===== src/common/psi_regs.svh =====
// Operation
// MII carrier sense follows receive medium activity
// RMII output merges carrier and data valid
// Half duplex collision on simultaneous transmit, receive
// 10BASE-T heartbeat pulse about 1us after transmit; here the 1us pulse starts on col two cycles after transmit ends
// Full duplex: collision always low, no heartbeat
// RMII MAC derives collision itself from carrier
// Three indicators; strap modes plus register mode
// Mode 1 link indicator shows link good
// Modes 2,3 link indicator blinks on activity
// Speed indicator on at 100, any mode
// Mode 1 activity indicator shows any activity
// Mode 2 activity indicator shows collision
// Mode 3 activity indicator shows full duplex
// Blink uses fixed visible period from clock
`ifndef PSI_REGS_SVH
`define PSI_REGS_SVH

// ****************************************
// Register map
// ****************************************
`define PSI_REG_CTRL         4'h0
`define PSI_REG_STATUS       4'h1
`define PSI_CTRL_MODE3_BIT   0
`define PSI_CTRL_HB_EN_BIT   1
`define PSI_CTRL_RESET       8'h02

// ****************************************
// Timing
// ****************************************
`define PSI_CLK_MHZ          100
`define PSI_HB_NS            1000
`define PSI_HB_CYCLES        ((`PSI_HB_NS * `PSI_CLK_MHZ) / 1000)
`define PSI_BLINK_MS         50
`define PSI_BLINK_CYCLES     (`PSI_BLINK_MS * `PSI_CLK_MHZ * 1000)

`endif


===== src/common/psi_pkg.sv =====
package psi_pkg;
   typedef enum logic [1:0] {
      PSI_MODE_1,
      PSI_MODE_2,
      PSI_MODE_3
   } psi_mode_e;

   typedef enum logic [1:0] {
      PSI_HB_IDLE,
      PSI_HB_WAIT,
      PSI_HB_PULSE
   } psi_hb_e;
endpackage


===== src/common/psi_stat_if.sv =====
`timescale 1ns/1ps
interface psi_stat_if;
   logic tx_act;
   logic rx_act;
   logic link_up;
   logic speed_100;
   logic full_dup;
   logic col;
   modport src (output tx_act, output rx_act, output link_up, output speed_100,
                output full_dup, input col);
   modport dst (input tx_act, input rx_act, input link_up, input speed_100,
                input full_dup, output col);
endinterface


===== src/hdl/psi_blink.sv =====
`timescale 1ns/1ps
`include "psi_regs.svh"
module psi_blink #(
   parameter int PERIOD = `PSI_BLINK_CYCLES
) (
   input  wire logic i_sys_clk,
   input  wire logic i_rstn,
   input  wire logic i_ce,
   input  wire logic i_act,
   output logic      o_blink
);
   logic [31:0] cnt;
   logic        busy;

   // Latch activity so a short burst still gives one full visible off phase
   always_ff @(posedge i_sys_clk or negedge i_rstn) begin
      if (!i_rstn) begin
         cnt     <= 32'h0000_0000;
         busy    <= 1'b0;
         o_blink <= 1'b0;
      end else if (i_ce) begin
         if (busy) begin
            if (cnt == 32'(PERIOD - 1)) begin
               cnt     <= 32'h0000_0000;
               o_blink <= ~o_blink;
               busy    <= i_act | ~o_blink;
            end else begin
               cnt <= cnt + 32'h0000_0001;
            end
         end else if (i_act) begin
            busy <= 1'b1;
         end
      end
   end
endmodule


===== src/hdl/psi_collision.sv =====
`timescale 1ns/1ps
`include "psi_regs.svh"
module psi_collision #(
   parameter int HB_CYCLES = `PSI_HB_CYCLES
) (
   input  wire logic i_sys_clk,
   input  wire logic i_rstn,
   input  wire logic i_ce,
   input  wire logic i_hb_en,
   psi_stat_if.dst   st,
   output logic      o_col
);
   import psi_pkg::*;

   psi_hb_e     state;
   logic [15:0] cnt;
   logic        tx_d;

   wire tx_end   = tx_d & ~st.tx_act;
   wire hb_ok    = i_hb_en & ~st.speed_100 & ~st.full_dup;  // see
   wire overlap  = st.tx_act & st.rx_act & ~st.full_dup;    // see
   // Pulse cut at once if duplex or speed changes mid-beat
   wire next_col = overlap | ((state == PSI_HB_PULSE) & hb_ok);

   always_ff @(posedge i_sys_clk or negedge i_rstn) begin
      if (!i_rstn) begin
         state <= PSI_HB_IDLE;
         cnt   <= 16'h0000;
         tx_d  <= 1'b0;
         o_col <= 1'b0;
      end else if (i_ce) begin
         tx_d  <= st.tx_act;
         o_col <= next_col;
         case (state)
            PSI_HB_IDLE: begin
               if (tx_end && hb_ok) begin
                  state <= PSI_HB_PULSE;
                  cnt   <= 16'(HB_CYCLES - 1);
               end
            end
            PSI_HB_PULSE: begin
               if (!hb_ok || cnt == 16'h0000) begin
                  state <= PSI_HB_IDLE;
               end else begin
                  cnt <= cnt - 16'h0001;
               end
            end
            default: state <= PSI_HB_IDLE;
         endcase
      end
   end

   assign st.col = o_col;
endmodule


===== src/hdl/psi_top.sv =====
// Local design decisions: the register offsets and the plain strobed port.
`timescale 1ns/1ps
`include "psi_regs.svh"
module psi_top #(
   parameter int BLINK_CYCLES = `PSI_BLINK_CYCLES,
   parameter int HB_CYCLES    = `PSI_HB_CYCLES
) (
   input  wire logic        i_sys_clk,
   input  wire logic        i_rstn,
   input  wire logic        i_ce,
   input  wire logic        i_rmii,
   input  wire logic        i_mode_strap,
   input  wire logic        i_rx_carrier,
   input  wire logic        i_rx_dv,
   input  wire logic        i_tx_en,
   input  wire logic        i_link_up,
   input  wire logic        i_speed_100,
   input  wire logic        i_full_dup,
   input  wire logic [3:0]  i_addr,
   input  wire logic [7:0]  i_wdata,
   input  wire logic        i_wr,
   input  wire logic        i_rd,
   output logic      [7:0]  o_rdata,
   output logic             o_crs,
   output logic             o_col,
   output logic             o_link_indicator,
   output logic             o_speed_indicator,
   output logic             o_activity_indicator,
   output psi_pkg::psi_mode_e o_mode
);
   import psi_pkg::*;

   // ****************************************
   // Registers
   // ****************************************
   logic [7:0] ctrl;
   logic       strap;
   logic       strap_taken;
   logic       rmii_toggle;

   psi_stat_if st ();
   assign st.tx_act    = i_tx_en;
   assign st.rx_act    = i_rx_carrier;
   assign st.link_up   = i_link_up;
   assign st.speed_100 = i_speed_100;
   assign st.full_dup  = i_full_dup;

   wire wr_ctrl = i_wr && (i_addr == `PSI_REG_CTRL);

   // Strap caught on first enabled edge after reset release
   always_ff @(posedge i_sys_clk or negedge i_rstn) begin
      if (!i_rstn) begin
         strap       <= 1'b0;
         strap_taken <= 1'b0;
      end else if (i_ce && !strap_taken) begin
         strap       <= i_mode_strap;
         strap_taken <= 1'b1;
      end
   end

   always_ff @(posedge i_sys_clk or negedge i_rstn) begin
      if (!i_rstn) begin
         ctrl <= `PSI_CTRL_RESET;
      end else if (i_ce && wr_ctrl) begin
         ctrl <= i_wdata;
      end
   end

   wire mode3 = ctrl[`PSI_CTRL_MODE3_BIT];
   wire hb_en = ctrl[`PSI_CTRL_HB_EN_BIT];

   // Register mode overrides both strap modes
   wire psi_mode_e mode = mode3 ? PSI_MODE_3 :
                          (strap ? PSI_MODE_2 : PSI_MODE_1);

   wire [7:0] status = {2'b00, mode, i_full_dup, i_speed_100, i_link_up, o_col};

   wire [7:0] next_rdata = (i_addr == `PSI_REG_CTRL)   ? ctrl   :
                           (i_addr == `PSI_REG_STATUS) ? status : 8'h00;

   always_ff @(posedge i_sys_clk or negedge i_rstn) begin
      if (!i_rstn) begin
         o_rdata <= 8'h00;
      end else if (i_ce) begin
         o_rdata <= i_rd ? next_rdata : 8'h00;
      end
   end

   // ****************************************
   // Carrier sense
   // ****************************************
   // RMII: carrier alone on the assert side; once carrier drops while data is
   // still draining, alternate with data valid on 2-bit boundaries.
   wire next_crs = !i_rmii ? i_rx_carrier :
                   i_rx_carrier ? 1'b1 :
                   (i_rx_dv ? rmii_toggle : 1'b0);

   always_ff @(posedge i_sys_clk or negedge i_rstn) begin
      if (!i_rstn) begin
         o_crs       <= 1'b0;
         rmii_toggle <= 1'b0;
      end else if (i_ce) begin
         o_crs       <= next_crs;
         rmii_toggle <= (i_rx_carrier || !i_rx_dv) ? 1'b0 : ~rmii_toggle;
      end
   end

   // ****************************************
   // Collision
   // ****************************************
   // RMII MAC derives collision itself; the pin stays meaningful for MII only
   logic col_raw;

   psi_collision #(
      .HB_CYCLES (HB_CYCLES)
   ) u_col (
      .i_sys_clk (i_sys_clk),
      .i_rstn    (i_rstn),
      .i_ce      (i_ce),
      .i_hb_en   (hb_en),
      .st        (st.dst),
      .o_col     (col_raw)
   );

   assign o_col = col_raw & ~i_rmii;

   // ****************************************
   // Indicators
   // ****************************************
   logic blink;

   psi_blink #(
      .PERIOD (BLINK_CYCLES)
   ) u_blink (
      .i_sys_clk (i_sys_clk),
      .i_rstn    (i_rstn),
      .i_ce      (i_ce),
      .i_act     (i_tx_en | i_rx_carrier),
      .o_blink   (blink)
   );

   wire any_act   = i_tx_en | i_rx_carrier;
   wire next_link = (mode == PSI_MODE_1) ? i_link_up :
                    (i_link_up & ~blink);
   wire next_act  = (mode == PSI_MODE_1) ? any_act :
                    (mode == PSI_MODE_2) ? col_raw :
                    i_full_dup;

   always_ff @(posedge i_sys_clk or negedge i_rstn) begin
      if (!i_rstn) begin
         o_link_indicator     <= 1'b0;
         o_speed_indicator    <= 1'b0;
         o_activity_indicator <= 1'b0;
      end else if (i_ce) begin
         o_link_indicator     <= next_link;
         o_speed_indicator    <= i_speed_100;
         o_activity_indicator <= next_act;
      end
   end

   assign o_mode = mode;
endmodule


===== config.mk =====
export PLATFORM = sky130hd
export DESIGN_NAME = psi_top
export DESIGN_NICKNAME = d
export VERILOG_FILES = /design/src/common/psi_pkg.sv /design/src/common/psi_stat_if.sv /design/src/hdl/psi_blink.sv /design/src/hdl/psi_collision.sv /design/src/hdl/psi_top.sv
export VERILOG_INCLUDE_DIRS = /design/src /design/src/common
export SDC_FILE = /design/constraint.sdc
export NUM_CORES = 1
export LEC_CHECK = 0
export BUFFER_PORTS_ARGS = -buffer_cell sky130_fd_sc_hd__buf_2
export CAP_MARGIN = 0
export CORE_ASPECT_RATIO = 0.8
export CORE_MARGIN = 4
export CORE_UTILIZATION = 59
export CTS_CLUSTER_DIAMETER = 200
export DETAILED_ROUTE_END_ITERATION = 7
export PLACE_DENSITY = 0.8
export SLEW_MARGIN = 15
export SYNTH_ARGS = -nofsm -noshare
export SYNTH_HDL_FRONTEND = slang
export SYNTH_SLANG_ARGS = --single-unit

===== constraint.sdc =====
create_clock -name i_sys_clk -period 2.3 [get_ports i_sys_clk]
set_input_delay 0.46 -clock i_sys_clk [delete_from_list [all_inputs] [get_ports i_sys_clk]]
set_output_delay 0.46 -clock i_sys_clk [all_outputs]
set_load 0.02 [all_outputs]

==> impl_metrics.tcl, run 1 <==
set metrics [dict create \
    status "complete, no violations" \
    crit_required_ns 2.53 \
    max_stage_delay_ns 0.50 \
    cpMaxStageDelayCell "or3b_2" \
    yosysTopAreaCellShare 0.4847 \
    cts_max_level 3 \
    hold_buffers 0 \
    numClockSinks 76 \
    cts_buffer_depth 2 \
    gr-total-overflow 0 \
    fmax_ghz 0.4800 \
    cts_tree "done" \
    cts-root-buf "clkbuf_8" \
    post_cts_buffers 0 \
    ys_seq_area_frac 0.4914 \
    post_layout_nonfiller_instances 502 \
    worst-r2r-cell-count 6 \
    clock_latency_ns 0.36 \
    syn-num-nets 400 \
    crit_cells 6 \
    grt_pass1_wl_mm 14.03 \
    fin_crit_sh 0.9058 \
    synth_area_leaders "dfrtp_1 (48%), mux2_2 (4.9%), xor2_1 (4.3%)" \
    p_per_area_mw_per_mm2 820.2 \
    hold_slack_ns 0.07041 \
    antenna_found_initial 0 \
    slew-limit-headroom 0.6661 \
    grt_max_degree 40 \
    path_clk_slew_ns 0.08 \
    grt_use_total 0.2237 \
    end_kind "flip-flop" \
    port_buffers 39 \
    wl_mm 8.026 \
    crit_buf_inv 1 \
    fin_tns_setup_ns 0 \
    wl_per_cell_microns 15.99 \
    grt_pass1_vias 2900 \
    synth_flop_cell "dfrtp_1" \
    place_ws_ns 0.2323 \
    vias 2979 \
    cts_resized 0 \
    dp_cells 487 \
    worstPathArrival_ns 2.32 \
    diodes 0 \
    area_growth_pct 13.76 \
    fin_area_sq_mm 0.004405 \
    synth_top_area_cell "dfrtp_1" \
    finalNetCount 441 \
    die_width_microns 98.58 \
    critPathKind "flip-flop to flip-flop" \
    core-area_sq_mm 0.006376 \
    ant_nets 0 \
    synth_edf_count 0 \
    post_dp_cell_area_sq_mm 0.004168 \
    drv_slew 0 \
    drc 0 \
    dr.first_iter.drc_count 150 \
    hpwl_mm 5.565 \
    syn_avg_cell_area_sq_um 10.38 \
    fin_ws_ns 0.2167 \
    drive_gt1_frac 0.2321 \
    finalHoldViolCount 0 \
    grt_setup_unrepaired "no" \
    startpoint_type "flip-flop" \
    setup_viol 0 \
    maxCapViolCount 0 \
    async_flop_share 1.000 \
    dieArea_sq_mm 0.007931 \
    min_period_ns 2.083 \
    initial_utilization 0.6073 \
    crit_fanout 5 \
    path_delay_family "simple AND/OR/NAND/NOR gates" \
    crit_chain "inv_1, ha_1, or3b_2, or4_1, a21boi_1, o21ai_0" \
    postLayoutCoreUtil 0.6909 \
    synth_cell_types 59 \
    ys_ff_latch 76 \
    ios 40 \
    gp_routability_congestion 0.7963 \
    p_total_mw 3.613 \
    netlist_area_sq_mm 0.003872 \
    synthCells 373 \
    p_leak_nw 1.994 \
    hold_path.class "input port to asynchronous set/reset pin" \
    dieHeight_microns 80.46 \
    ir_worst_vdd_mv 0.5509 \
    clock_skew_ns 0.006897 \
    first_pass_iters 4 \
    numCtsBuffers 9 \
    row_count 26 \
    worstMarginPinSlew_ns 0.5008 \
    synth_warnings 0 \
    avgViaCountPerCell 5.934 \
]
metal layers:
layer	track usage	part of all wire	vias to the layer above
li1	-	-	1442
met1	0.3048	0.46	1437
met2	0.3414	0.47	92
met3	0.08420	0.068	8
met4	0.05321	0.0085	0
met5	0	0	-
where the power goes:
part / leakage [nW] / total, mW / internal, mW / switching (mW)
combinational: 0.891 / 0.753 / 0.330 / 0.424
clock: 0.112 / 1.22 / 0.716 / 0.506
sequential: 0.991 / 1.64 / 1.48 / 0.159
total: 1.99 / 3.61 / 2.52 / 1.09
cell usage after synthesis, types with 2 or more instances:
library cell  instances
dfrtp_1              75
nand2_1              30
o22ai_1               4
clkbuf_1             11
o21ai_1               2
o21a_1                3
mux2i_1               5
nor3_1               15
or3_1                 4
buf_2                 4
o21ai_0              10
o211ai_1              2
nand3b_1              2
nor2_1               20
xor2_1               19
nor4_2                2
or4_1                11
nor3b_1               2
or2_2                 2
nand4_1              12
nor3_2                2
nor2b_1               5
nor4b_1               2
o31a_1                2
mux2_2               17
nor4_1                7
inv_1                18
ha_1                  2
buf_4                 2
nand3_1              10
o31ai_1              10
xnor2_1               9
a21oi_1              17
and4_1                6
o32ai_1               2
a211o_1               3
or4_4                 2
sequential cells by signal (all words and copies together), names as in the netlist, 8 cells and up:
register     cells
ctrl             8
u_blink.cnt     32
o_rdata          8
u_col.cnt       16
kinds of logic after synthesis:
logic type / synth area share
AND/OR/NAND/NOR: 0.2307
AO/OA/AOI/OAI: 0.1057
flip-flops: 0.4914
adder cells (fa/ha/maj): 0.006461
buffers and inverters: 0.04006
XOR/XNOR: 0.06333
multiplexers: 0.06236
path summary, 6_finish.rpt:
path | to | slack (ns) | from
worst max-delay path | u_col.state[1] | 0.22 | u_col.cnt[0]
worst min-delay path | u_col.cnt[3] | 0.07 | i_rstn
worst max register to register | u_col.state[1] | 0.22 | u_col.cnt[0]
worst min register to register | strap_taken | 0.47 | strap_taken
max in group asynchronous | ctrl[1] | 1.61 | i_rstn
min in group i_sys_clk | ctrl[0] | 0.33 | i_wdata[0]
final cells by class:
cell class	instances	area, sq um
Clock buffer	9	123.9
Multi-Input combinational cell	261	1814
Timing Repair Buffer	48	277.8
Clock inverter	6	113.9
Fill cell	513	1971
Sequential cell	76	1903
Inverter	18	67.56
Tap cell	84	105.1
layout by cell type, fill, tap and decap left out, types with 10 or more instances in the layout:
master and count:
dfrtp_1 75, buf_2 38, nand2_1 30, nor2_1 20
xor2_1 19, inv_1 18, a21oi_1 17, mux2_2 17
nor3_1 15, nand4_1 12, or4_1 11, nand3_1 10
o21ai_0 10, o31ai_1 10
Note: power is estimated with default switching activity, not from simulation.
==> run 2, diff against run 1 <==
- SYNTH_HIERARCHICAL: not set -> 1
==> run 2 against run 1 <==
Register-to-register slack worse by 0.04 ns. Global-route usage is 1.0 points higher. Flip-flop and latch count stayed put. Critical path type unchanged. Largest cell class unchanged. Highest routed layer unchanged.
==> impl_metrics.tcl, run 2 <==
set metrics [dict create \
    regMostFlops "u_blink/cnt" \
    finalNetCount 446 \
    hold_buffers 0 \
    path_clk_slew_ns 0.08 \
    row_count 26 \
    timing.rr.start "u_col/cnt[0]" \
    syn_avg_cell_area_sq_um 10.70 \
    fin_tns_setup_ns 0 \
    clockPowerShare 0.297 \
    syn-num-nets 390 \
    ant_nets 0 \
    finalHoldViolCount 0 \
    r2r_slack_ns 0.18 \
    hpwl_mm 6.072 \
    dieHeight_microns 80.57 \
    netlist_area_sq_mm 0.003884 \
    critPathKind "flip-flop to flip-flop" \
    grt_pass1_vias 3108 \
    cts_resized 0 \
    cts_tree "done" \
    final_common_cell "dfrtp_1" \
    grt_max_degree 44 \
    hold_path.class "input port to asynchronous set/reset pin" \
    grt_setup_unrepaired "no" \
    worst-r2r-cell-count 6 \
    swShare 0.3238 \
    crit_fanout 9 \
    timing.rr.end "u_col/cnt[6]" \
    setup_viol 0 \
    gp_routability_congestion 0.9137 \
    dr.first_iter.drc_count 159 \
    end_kind "flip-flop" \
    mostFrequentLayoutCells "dfrtp_1 (75), buf_2 (38), nand2_1 (24)" \
    synth_warnings 6 \
    grt_use_total 0.2337 \
    numClockSinks 76 \
    numCtsBuffers 9 \
    p_per_area_mw_per_mm2 803.8 \
    min_period_ns 2.123 \
    antenna_found_initial 0 \
    worstMarginPinSlew_ns 0.7797 \
    fmax_ghz 0.4711 \
    comb_power_share 0.233 \
    slew-limit-headroom 0.4759 \
    fin_crit_sh 0.9229 \
    startpoint_type "flip-flop" \
    postLayoutCoreUtil 0.6986 \
    grt_pass1_wl_mm 14.78 \
    p_total_mw 3.580 \
    initial_utilization 0.6091 \
    dieArea_sq_mm 0.007953 \
    area_growth_pct 14.69 \
    worstPathArrival_ns 2.35 \
    p_leak_nw 1.967 \
    cts_max_level 3 \
    largest_reg_flops 32 \
    switchingPower_mw 1.159 \
    drv_slew 0 \
    first_pass_iters 5 \
    cts-root-buf "clkbuf_8" \
    avgViaCountPerCell 6.126 \
    diodes 0 \
    vias 3112 \
    top_regs "u_blink/cnt (32), u_col/cnt (16)" \
    post_cts_buffers 0 \
    core-area_sq_mm 0.006376 \
    seqPwrFrac 0.470 \
    wl_per_cell_microns 16.63 \
    drive_gt1_frac 0.2642 \
    maxCapViolCount 0 \
    hold_slack_ns 0.08829 \
    ir_worst_vdd_mv 0.6703 \
    port_buffers 39 \
    gr-total-overflow 0 \
    ios 40 \
    synthCells 363 \
    wl_mm 8.448 \
    clock_skew_ns 0.008842 \
    crit_chain "inv_1, ha_1, nor4b_2, and4_1, nor4_1, or3b_2" \
    p_int_mw 2.421 \
    crit_required_ns 2.53 \
    status "complete, no violations" \
    max_stage_delay_ns 0.45 \
    cts_buffer_depth 2 \
    drc 0 \
    cpMaxStageDelayCell "or3b_2" \
    die_width_microns 98.71 \
    clock_latency_ns 0.35 \
]
## run 2: worst max path at each step
stage,startpoint,to,slack [ns]
after floorplan,u_col/cnt[0],u_col/cnt[6],0.31
after global placement,u_col/cnt[0],u_col/cnt[6],0.28
after detailed placement,u_col/cnt[0],u_col/cnt[6],0.20
after CTS,u_col/cnt[0],u_col/cnt[6],0.19
after global routing,u_col/cnt[0],u_col/cnt[6],0.01
final,u_col/cnt[0],u_col/cnt[6],0.18
## run 2: power groups by stage
stage	sequential [mW]	clock (mW)	combinational (mW)
after global routing	1.71	1.15	0.940
after floorplan	1.67	0	0.597
final	1.68	1.06	0.835
after CTS	1.68	1.08	0.837
after global placement	1.69	0	0.795
after detailed placement	1.70	0	0.833
## run 2: layer usage
metal	GRT usage	up-vias	wire length, microns
met5	0	-	0
met4	0.05321	0	55
met3	0.06944	8	593
met2	0.3677	103	3889
met1	0.3215	1545	3909
li1	-	1456	-
## run 2: metrics by stage
stage               cells  setup WS (ns)  area, sq um
finish                508         0.1773         4454
detailed placement    492         0.1983         4245
global route          508        0.01486         4454
floorplan             363         0.3133         3884
global placement      492         0.2765         4245
CTS                   508         0.1852         4454
## run 2: cell type report
class                      count  area [sq um]
tap                           84         105.1
timing repair buffer          56         337.8
sequential                    76          1903
multi-input combinational    256          1824
clock buffer                  10         137.6
clock inverter                 6         71.32
inverter                      20         75.07
fill                         491          1922
## run 2: critical path: cells and delay by family (launching register included)
family	cells	cell delay, ns
fa+ha+maj	1	0.15
buf+inv	1	0.07
flops	1	0.42
simple gates	4	1.36
==> run 3, diff against run 2 <==
- CELL_PAD_IN_SITES_DETAIL_PLACEMENT: not set -> 1
- CELL_PAD_IN_SITES_GLOBAL_PLACEMENT: not set -> 2
- CORE_UTILIZATION: 59 -> 39
- PLACE_DENSITY: 0.8 -> not set
- PLACE_DENSITY_LB_ADDON: not set -> 0.1
==> run 3 against run 2 <==
Global-route usage shrank 5.1 points. Via count fell by 0.74%. Non-clock buffer count increased by 3. Combinational power is 5.6% higher. Hold slack worse by 0.0037 ns. Largest power group unchanged. Highest routed layer unchanged.
==> impl_metrics.tcl, run 3 (same netlist as run 2, synthesis figures left out) <==
set metrics [dict create \
    startpoint_type "flip-flop" \
    cts_max_level 3 \
    numCtsBuffers 9 \
    switchingPower_mw 1.219 \
    cts_tree "done" \
    swShare 0.2907 \
    area_growth_pct 20.52 \
    hold_slack_ns 0.08455 \
    initial_utilization 0.4008 \
    fin_area_sq_mm 0.004681 \
    die_width_microns 119.6 \
    final_common_cell "dfrtp_1" \
    port_buffers 39 \
    setup_viol 0 \
    finalNetCount 449 \
    dieHeight_microns 97.26 \
    grt_setup_unrepaired "no" \
    comb_power_share 0.210 \
    seqPwrFrac 0.404 \
    p_leak_nw 2.059 \
    crit_required_ns 2.56 \
    status "complete, no violations" \
    fin_tns_setup_ns 0 \
    dieArea_sq_mm 0.01163 \
    cts_buffer_depth 2 \
    crit_fanout 13 \
    largest_reg_flops 32 \
    wl_per_cell_microns 17.57 \
    drive_gt1_frac 0.2676 \
    ant_nets 0 \
    hold_buffers 0 \
    grt_max_degree 44 \
    min_period_ns 2.092 \
    hold_path.class "input port to asynchronous set/reset pin" \
    p_total_mw 4.195 \
    drc 0 \
    mostFrequentLayoutCells "dfrtp_1 (75), buf_2 (38), nand2_1 (24)" \
    numClockSinks 76 \
    ir_worst_vdd_mv 0.5099 \
    ios 40 \
    gp_routability_congestion 0.7474 \
    row_count 32 \
    regMostFlops "u_blink/cnt" \
    vias 3089 \
    finalHoldViolCount 0 \
    post_dp_cell_area_sq_mm 0.004333 \
    gr-total-overflow 0 \
    grt_pass1_vias 3311 \
    path_clk_slew_ns 0.06 \
    dr.first_iter.drc_count 102 \
    wl_mm 9.877 \
    avgViaCountPerCell 5.496 \
    antenna_found_initial 0 \
    maxCapViolCount 0 \
    slew-limit-headroom 0.5908 \
    drv_slew 0 \
    critPathKind "flip-flop to flip-flop" \
    clock_skew_ns 0.006564 \
    worstMarginPinSlew_ns 0.6098 \
    p_int_mw 2.976 \
    top_regs "u_blink/cnt (32), u_col/cnt (16)" \
    cts-root-buf "clkbuf_16" \
    fmax_ghz 0.4780 \
    first_pass_iters 4 \
    grt_use_total 0.1827 \
    p_per_area_mw_per_mm2 896.2 \
    hpwl_mm 7.178 \
    core-area_sq_mm 0.009689 \
    end_kind "flip-flop" \
    grt_pass1_wl_mm 17.15 \
    diodes 0 \
    worstPathArrival_ns 2.35 \
    fin_crit_sh 0.9095 \
    clockPowerShare 0.386 \
    clock_latency_ns 0.34 \
]
[run 3: cell count changes in the layout (fill, tap and decap cells not counted)]
cell	previous run	this run
bufinv_16	1	3
clkinvlp_4	2	0
clkinv_4	1	0
buf_4	17	20
nor4b_4	1	2
nor4b_2	1	0
clkbuf_16	0	9
inv_6	2	0
clkinv_2	0	2
clkbuf_8	10	1
[run 3: final timing paths]
kind	from	endpoint	slack [ns]	cells past startpoint
min in group i_sys_clk	i_wdata[0]	ctrl[0]	0.36	2
setup / recovery	u_col/cnt[0]	u_col/cnt[12]	0.21	7
hold / removal	i_rstn	u_col/cnt[8]	0.08	1
hold reg to reg	strap_taken	strap_taken	0.46	1
setup reg to reg	u_col/cnt[0]	u_col/cnt[12]	0.21	7
max in group asynchronous	i_rstn	ctrl[1]	1.57	2
[run 3: what timing repair did]
item,4_1_cts,5_1_grt
endpoints found under the setup margin,0,1
gates resized for setup,0,1
buffers inserted,0,0
[run 3: through the flow]
stage	util	setup WS (ns)	instances
floorplan	-	0.3133	363
global placement	0.4472	0.2401	547
detailed placement	0.4472	0.1753	547
CTS	0.4822	0.1275	562
global route	0.4831	0.1000	562
finish	0.4831	0.2081	562
[run 3: area by class of cell]
cell class                 instances  area (sq um)
clock buffer                      10         239.0
multi-input combinational        256          1833
timing repair buffer              59         360.3
sequential                        76          1903
tap                              136         170.2
fill                            1093          5009
clock inverter                     5         100.1
inverter                          20         75.07
[run 3: worst max-delay path, cell delays in order (launching register included)]
cell     delay, ns
dfrtp_1       0.40
inv_1         0.06
ha_1          0.22
nor4b_4       0.15
and4_1        0.20
buf_4         0.19
or4_2         0.61
a21oi_1       0.18
[run 3: power groups by stage]
| stage | Clock (mW) | Combinational [mW] | Sequential, mW |
|---|---|---|---|
| finish | 1.62 | 0.882 | 1.70 |
| global route | 1.73 | 0.987 | 1.73 |
| CTS | 1.67 | 0.869 | 1.69 |
| detailed placement | 0 | 0.861 | 1.71 |
| global placement | 0 | 0.836 | 1.70 |
| floorplan | 0 | 0.597 | 1.67 |
[run 3: routing by layer]
metal | vias to the layer above | global-route usage | part of all wire
met5 | - | 0 | 0
met4 | 0 | 0.04754 | 0.012
li1 | 1472 | - | -
met2 | 56 | 0.2617 | 0.43
met1 | 1551 | 0.2700 | 0.52
met3 | 10 | 0.05297 | 0.045
